## config.mk

```make
export PLATFORM = sky130hd
export DESIGN_NAME = mdls_core
export DESIGN_NICKNAME = d
export VERILOG_FILES = /design/src/inc/mdls_pkg.sv /design/src/core/mdls_core.sv /design/src/core/mdls_delay_line.sv
export SDC_FILE = /design/constraint.sdc
export NUM_CORES = 1
export LEC_CHECK = 0
export BUFFER_PORTS_ARGS = -buffer_cell sky130_fd_sc_hd__clkbuf_2
export CAP_MARGIN = 0
export CORE_MARGIN = 5
export CORE_UTILIZATION = 56
export DETAILED_ROUTE_END_ITERATION = 12
export PLACE_DENSITY = 0.83
export SYNTH_ARGS = -nofsm -noshare
export SYNTH_HDL_FRONTEND = slang
export SYNTH_SLANG_ARGS = --single-unit
```

## constraint.sdc

```tcl
create_clock -name clk -period 4.41 [get_ports clk]
set_clock_uncertainty 0.05 [all_clocks]
set_input_delay 0.2205 -clock clk [delete_from_list [all_inputs] [get_ports clk]]
set_output_delay 0.2205 -clock clk [all_outputs]
set_load 0.005 [all_outputs]
```

## src/inc/mdls_pkg.sv

```systemverilog
// shared constants and carriers for the multi-DAC latency synchronizer
package mdls_pkg;
    localparam int          ADDR_W          = 8;
    localparam int          DATA_W          = 8;
    localparam logic [7:0]  CTRL_ADDR       = 8'h05;
    localparam logic [7:0]  PHASE_ADDR      = 8'h06;
    localparam int          MANUAL_BIT      = 2;
    localparam int          PS_LSB          = 0;
    localparam logic [7:0]  CTRL_RESET      = 8'h00;
    localparam logic [7:0]  CODE_RESET      = 8'h00;
    localparam logic [1:0]  PS_RESET        = 2'h2;
    localparam int          SAMPLE_W        = 16;
    localparam int          DELAY_DEPTH     = 8;
    localparam logic [2:0]  BASE_TAP        = 3'h3;

    typedef struct packed {
        logic              wr;
        logic              rd;
        logic [ADDR_W-1:0] addr;
        logic [DATA_W-1:0] wdata;
    } mdls_reg_req_s;

    typedef struct packed {
        logic       manual_sync_enable;
        logic [1:0] phase_select;
    } mdls_ctrl_s;
endpackage

```

## src/core/mdls_core.sv

```systemverilog
`timescale 1ns/1ps
// phase readout, default phase select and manual latency override
module mdls_core (
    // clock and reset
    input  wire logic                        clk,
    input  wire logic                        rst_n,
    // register port
    input  wire mdls_pkg::mdls_reg_req_s     reg_req,
    output logic      [mdls_pkg::DATA_W-1:0] reg_rdata,
    // phase comparator and port mode, asynchronous
    input  wire logic [7:0]                  phase_compare_code,
    input  wire logic                        dual_port_mode,
    // samples
    input  wire logic [mdls_pkg::SAMPLE_W-1:0] sample_in,
    output logic      [mdls_pkg::SAMPLE_W-1:0] sample_out,
    // status
    output logic      [1:0]                  active_phase_select
);
    typedef struct packed {
        logic [7:0]                  code_s1;
        logic [7:0]                  code_s2;
        logic                        mode_s1;
        logic                        mode_s2;
        logic [1:0]                  ps_auto;
        mdls_pkg::mdls_ctrl_s        ctrl;
        logic [1:0]                  ps_active;
        logic [2:0]                  tap;
        logic [mdls_pkg::DATA_W-1:0] rdata;
    } mdls_core_s;

    mdls_core_s st;
    mdls_core_s next_st;

    // returns {known, select}; unknown codes leave the select unchanged
    function automatic logic [2:0] dual_default(input logic [7:0] c);
        unique case (c)
            8'h03, 8'h04, 8'h05, 8'h15, 8'h25: dual_default = 3'h6;
            8'h35, 8'h45, 8'h55, 8'h54, 8'h53: dual_default = 3'h4;
            8'h52, 8'h51, 8'h50, 8'h40, 8'h30: dual_default = 3'h5;
            8'h20, 8'h10, 8'h00, 8'h01, 8'h02: dual_default = 3'h7;
            default:                           dual_default = 3'h0;
        endcase
    endfunction

    function automatic logic [2:0] single_default(input logic [7:0] c);
        unique case (c)
            8'h03, 8'h04, 8'h05, 8'h15, 8'h25,
            8'h20, 8'h10, 8'h00, 8'h01, 8'h02: single_default = 3'h4;
            8'h35, 8'h45, 8'h55, 8'h54, 8'h53,
            8'h52, 8'h51, 8'h50, 8'h40, 8'h30: single_default = 3'h6;
            default:                           single_default = 3'h0;
        endcase
    endfunction

    // position in the latency cycle; each step forward is one sample earlier
    function automatic logic [1:0] ps_rank(input logic [1:0] ps, input logic dual);
        if (dual) begin
            unique case (ps)
                2'h2: ps_rank = 2'h0;
                2'h0: ps_rank = 2'h1;
                2'h1: ps_rank = 2'h2;
                2'h3: ps_rank = 2'h3;
            endcase
        end else begin
            ps_rank = {1'b0, ps[1]};
        end
    endfunction

    logic [2:0] lookup;
    logic [1:0] ps_eff;
    logic [1:0] step;

    always_comb begin
        next_st         = st;
        next_st.code_s1 = phase_compare_code;
        next_st.code_s2 = st.code_s1;
        next_st.mode_s1 = dual_port_mode;
        next_st.mode_s2 = st.mode_s1;
        lookup = st.mode_s2 ? dual_default(st.code_s2) : single_default(st.code_s2);
        if (lookup[2]) begin
            next_st.ps_auto = lookup[1:0];
        end
        if (reg_req.wr && reg_req.addr == mdls_pkg::CTRL_ADDR) begin
            next_st.ctrl.manual_sync_enable = reg_req.wdata[mdls_pkg::MANUAL_BIT];
            next_st.ctrl.phase_select       = reg_req.wdata[mdls_pkg::PS_LSB +: 2];
        end
        // the written select only counts while manual mode is set
        ps_eff = st.ctrl.manual_sync_enable ? st.ctrl.phase_select : st.ps_auto;
        next_st.ps_active = ps_eff;
        step = st.mode_s2 ? 2'(ps_rank(ps_eff, 1'b1) - ps_rank(st.ps_auto, 1'b1))
                          : 2'(ps_rank(ps_eff, 1'b0) ^ ps_rank(st.ps_auto, 1'b0));
        next_st.tap = 3'(mdls_pkg::BASE_TAP - {1'b0, step});
        next_st.rdata = '0;
        if (reg_req.rd) begin
            unique case (reg_req.addr)
                mdls_pkg::CTRL_ADDR:  next_st.rdata = {5'h00, st.ctrl};
                mdls_pkg::PHASE_ADDR: next_st.rdata = st.code_s2;
                default:              next_st.rdata = '0;
            endcase
        end
    end

    always_ff @(posedge clk) begin
        if (!rst_n) begin
            st           <= '0;
            st.ps_auto   <= mdls_pkg::PS_RESET;
            st.ps_active <= mdls_pkg::PS_RESET;
            st.ctrl      <= mdls_pkg::CTRL_RESET[2:0];
            st.tap       <= mdls_pkg::BASE_TAP;
            st.code_s1   <= mdls_pkg::CODE_RESET;
            st.code_s2   <= mdls_pkg::CODE_RESET;
        end else begin
            st <= next_st;
        end
    end

    mdls_delay_line #(
        .WIDTH (mdls_pkg::SAMPLE_W),
        .DEPTH (mdls_pkg::DELAY_DEPTH)
    ) u_delay (
        .clk        (clk),
        .rst_n      (rst_n),
        .sample_in  (sample_in),
        .tap        (st.tap),
        .sample_out (sample_out)
    );

    assign reg_rdata           = st.rdata;
    assign active_phase_select = st.ps_active;
endmodule

```

## src/core/mdls_delay_line.sv

```systemverilog
`timescale 1ns/1ps
// sample delay line with a selectable output tap
module mdls_delay_line #(
    parameter int WIDTH = mdls_pkg::SAMPLE_W,
    parameter int DEPTH = mdls_pkg::DELAY_DEPTH
) (
    // clock and reset
    input  wire logic                     clk,
    input  wire logic                     rst_n,
    // samples
    input  wire logic [WIDTH-1:0]         sample_in,
    input  wire logic [$clog2(DEPTH)-1:0] tap,
    output logic      [WIDTH-1:0]         sample_out
);
    typedef struct packed {
        logic [DEPTH-1:0][WIDTH-1:0] pipe;
        logic [WIDTH-1:0]            out;
    } mdls_dl_s;

    mdls_dl_s st;
    mdls_dl_s next_st;

    // a tap step of one moves the output by exactly one sample, order kept
    always_comb begin
        next_st      = st;
        next_st.pipe = {st.pipe[DEPTH-2:0], sample_in};
        next_st.out  = st.pipe[tap];
    end

    always_ff @(posedge clk) begin
        if (!rst_n) begin
            st <= '0;
        end else begin
            st <= next_st;
        end
    end

    assign sample_out = st.out;
endmodule

```

==> reports/metrics.csv <==
stage;metric;value;unit
outcome;outcome;completed;
clock_tree;cts-root-buf;clkbuf_8;
yosys;synthSimpleGateAreaFrac;0.222;
floorplanning;ios;71;
yosys;ys.flop_type;dfxtp_1;
power_and_ir_drop;netSwitchingFraction;0.194;
global_routing;antenna_found_initial;0;
yosys;ys_types;39;
route;via_per_inst;4.75;
route;routedWlPerCell;13.5;microns
setup_path;critPathKind;register to register;
yosys;ys_warn_count;0;
global_routing;grt_overflow_total;0;
power_and_ir_drop;intPower;2.07;mW
power_and_ir_drop;power_frac_seq;0.426;
final_layout;instances_no_fill;529;
min_path;min_path_type;input pin to register;
setup_path;cp-end-kind;register;
clock_tree;clock_latency;0.49;ns
sta;rsz0062_at_grt;false;
yosys;synth_edf_count;0;
route;dr_total_vias;2512;
yosys;synth_top_family_by_area;simple AND/OR/NAND/NOR gates;
sta;drv_slew;0;
flow_run;drv_cap;0;
place;port_buffers;65;
yosys;synth_nets;382;
sta;final-setup-viol-count;0;
yosys;syn_inst;334;
clock_tree;cts_made_buffers;17;
sta;hold_violations;0;
yosys;yosysMostFrequentCell;dfxtp_1;
final_layout;area_growth;30.1;%
final_layout;drive_gt1_frac;0.268;
clock_tree;clockBufferDepth;2;
clock_tree;cts_sinks;115;
yosys;synth-seq-cells;115;
setup_path;crit_slowest_cell;dfxtp_1;
clock_tree;clkSlewWorstSetupHoldPaths;0.05;ns
global_routing;grt_use_met2;0.284;
sta;finalSetupTns;0;ns
setup_path;path_max_fanout;5;
place;place_inst;467;
sta;max_freq;0.568;GHz
route;drc;0;
yosys;synthAdderAreaFrac;0.0119;
sta;period_minus_slack;1.76;ns
final_layout;fillCellCount;457;
route;drt_wl_total;7130;microns
setup_path;cp_data_arrival_time;2.05;ns
global_routing;busiest_layer;met2;
power_and_ir_drop;p_comb_frac;0.045;
setup_path;critPathLaunchType;register;
floorplanning;dieArea;8910;sq um
power_and_ir_drop;leakage;2.26;nW
place;placed_cell_area;4290;sq um
place;gp_congestion;0.726;
power_and_ir_drop;netSwitchingPower;0.498;mW
yosys;yosysTopAreaCellShare;0.577;
sta;worstMarginPinSlew;0.792;ns
sta;slew_headroom;0.471;
route;firstDrtPassIters;4;
clock_tree;cts_tree;built;
yosys;synth.area.mux_share;0.112;
floorplanning;core-area;6870;sq um
yosys;syn_area;3990;sq um
setup_path;slowest_delay;0.42;ns
global_routing;grt_pass1_vias;2523;
global_routing;grtUsageTotal;0.178;
setup_path;cpMostUsedCell;xnor2_1;
yosys;yosysTopAreaCell;dfxtp_1;
final_layout;fin_nets;468;
final_layout;antennaDiodeCount;0;
setup_path;crit_family;XOR/XNOR gates;
setup_path;cp_cell_sequence;mux2i_1 > xor2_1 > ha_1 > xnor2_1 > xnor2_1 > nand3_1;
yosys;async_flop_share;0;
clock_tree;h-tree-depth;4;
sta;period_share;0.399;
yosys;synthTopCellsByCount;115 x dfxtp_1, 103 x and2_1, 16 x mux4_2;
route;drtIter0Drc;64;
global_routing;global_route.usage.met3;0.0693;
global_routing;grt_pass1_wl;11900;microns
route;ant_nets;0;
yosys;synth_xor_area_frac;0.0110;
floorplanning;die_width;94.4;microns
floorplanning;rows;30;
power_and_ir_drop;ir_worst_vdd;0.388;mV
power_and_ir_drop;powerDensity;495;nW/um^2
yosys;yosysSeqAreaShare;0.577;
global_routing;use_met1;0.219;
place;dp_hpwl;4210;microns
yosys;synth-compound-area-share;0.0235;
setup_path;worstPathRequired;4.70;ns
clock_tree;post-cts-setup-buffers;0;
yosys;synth_area_leaders;dfxtp_1 58%, and2_1 16%, mux4_2 9.0%, buf_4 2.1%, mux2i_1 1.8%;
floorplanning;die_y;94.4;microns
global_routing;grt_max_degree;109;
setup_path;cp_num_buf_inv;0;
floorplanning;start_util;0.581;
yosys;syn_area_per_cell;11.9;sq um
final_layout;stdcell_area;5190;sq um
clock_tree;cts_resized;0;
power_and_ir_drop;clkPwrFrac;0.530;
## power groups by stage
stage	Combinational, mW	Sequential (mW)	Clock (mW)
floorplan	0.0707	1.10	0
detailed placement	0.0939	1.11	0
global placement	0.0899	1.11	0
global route	0.127	1.10	1.44
CTS	0.115	1.09	1.39
finish	0.115	1.09	1.36
## cell type report
cell class,instances,area [sq um],area share
inverter,2,7.51,0.00145
tap,96,120,0.0232
timing repair buffer,97,641,0.123
clock buffer,22,443,0.0854
sequential,115,2300,0.444
clock inverter,10,156,0.0301
multi-input combinational,187,1520,0.293
## what timing repair did
action                     4_1_cts  5_1_grt
hold endpoints to repair        31        0
setup endpoints to repair        0        0
hold buffers                    30        0
## sequential cells by signal (all words and copies together) (netlist names)
| register | flops |
|---|---|
| u_delay.sample_out | 16 |
| active_phase_select | 2 |
| reg_rdata | 8 |
| u_delay.next_st | 64 |
| st | 16 |
| next_st | 9 |
## per-stage QoR
step	setup slack, ns	utilization	power (mW)	hold slack [ns]
floorplan	2.77	-	1.17	0.298
global placement	2.67	0.624	1.20	0.364
detailed placement	2.66	0.624	1.21	0.369
CTS	2.63	0.755	2.60	0.00984
global route	2.44	0.755	2.67	0.0287
finish	2.65	0.755	2.57	0.0388
## kinds of logic after synthesis
kind of cell	count (synthesis)
compound gates	12
xor+xnor	5
fa+ha+maj	4
buf+inv	32
flops	115
mux	24
simple gates	142
## path summary, 6_finish.rpt
check                           cells past startpoint  slack [ns]      endpoint        start
worst min register to register                      1        0.38        st[20]  next_st[20]
worst max-delay path                                6        2.65         st[9]       st[15]
worst max register to register                      6        2.65         st[9]       st[15]
worst min-delay path                                3        0.04  reg_rdata[4]   reg_req[8]
## routing by layer
layer,vias up,share of wire
li1,1266,-
met3,6,0.047
met5,-,0
met2,61,0.50
met4,0,0.0091
met1,1179,0.45
## cells in the final DEF (no fill, tap or decap), types with 2 or more instances in the layout
master,count
xnor2_1,2
nand2_1,6
ha_1,3
xor2_1,3
dlygate4sd3_1,30
clkbuf_2,65
clkbuf_1,4
mux4_2,16
clkinv_2,4
inv_1,2
nor2b_1,8
o311ai_1,2
nor3_1,3
buf_4,2
clkbuf_16,16
clkbuf_8,2
and2_1,103
nand3_1,2
nor2_1,6
dfxtp_1,115
a22oi_1,3
bufinv_16,4
mux2i_1,7
nor3b_1,2
and3b_1,2
## tightest hold or removal path: cells and delay by family
family,cells,cell delay (ns)
and+or+nand+nor,2,0.20
buffers and inverters,1,0.11
Note: power is estimated with default switching activity, not from simulation.
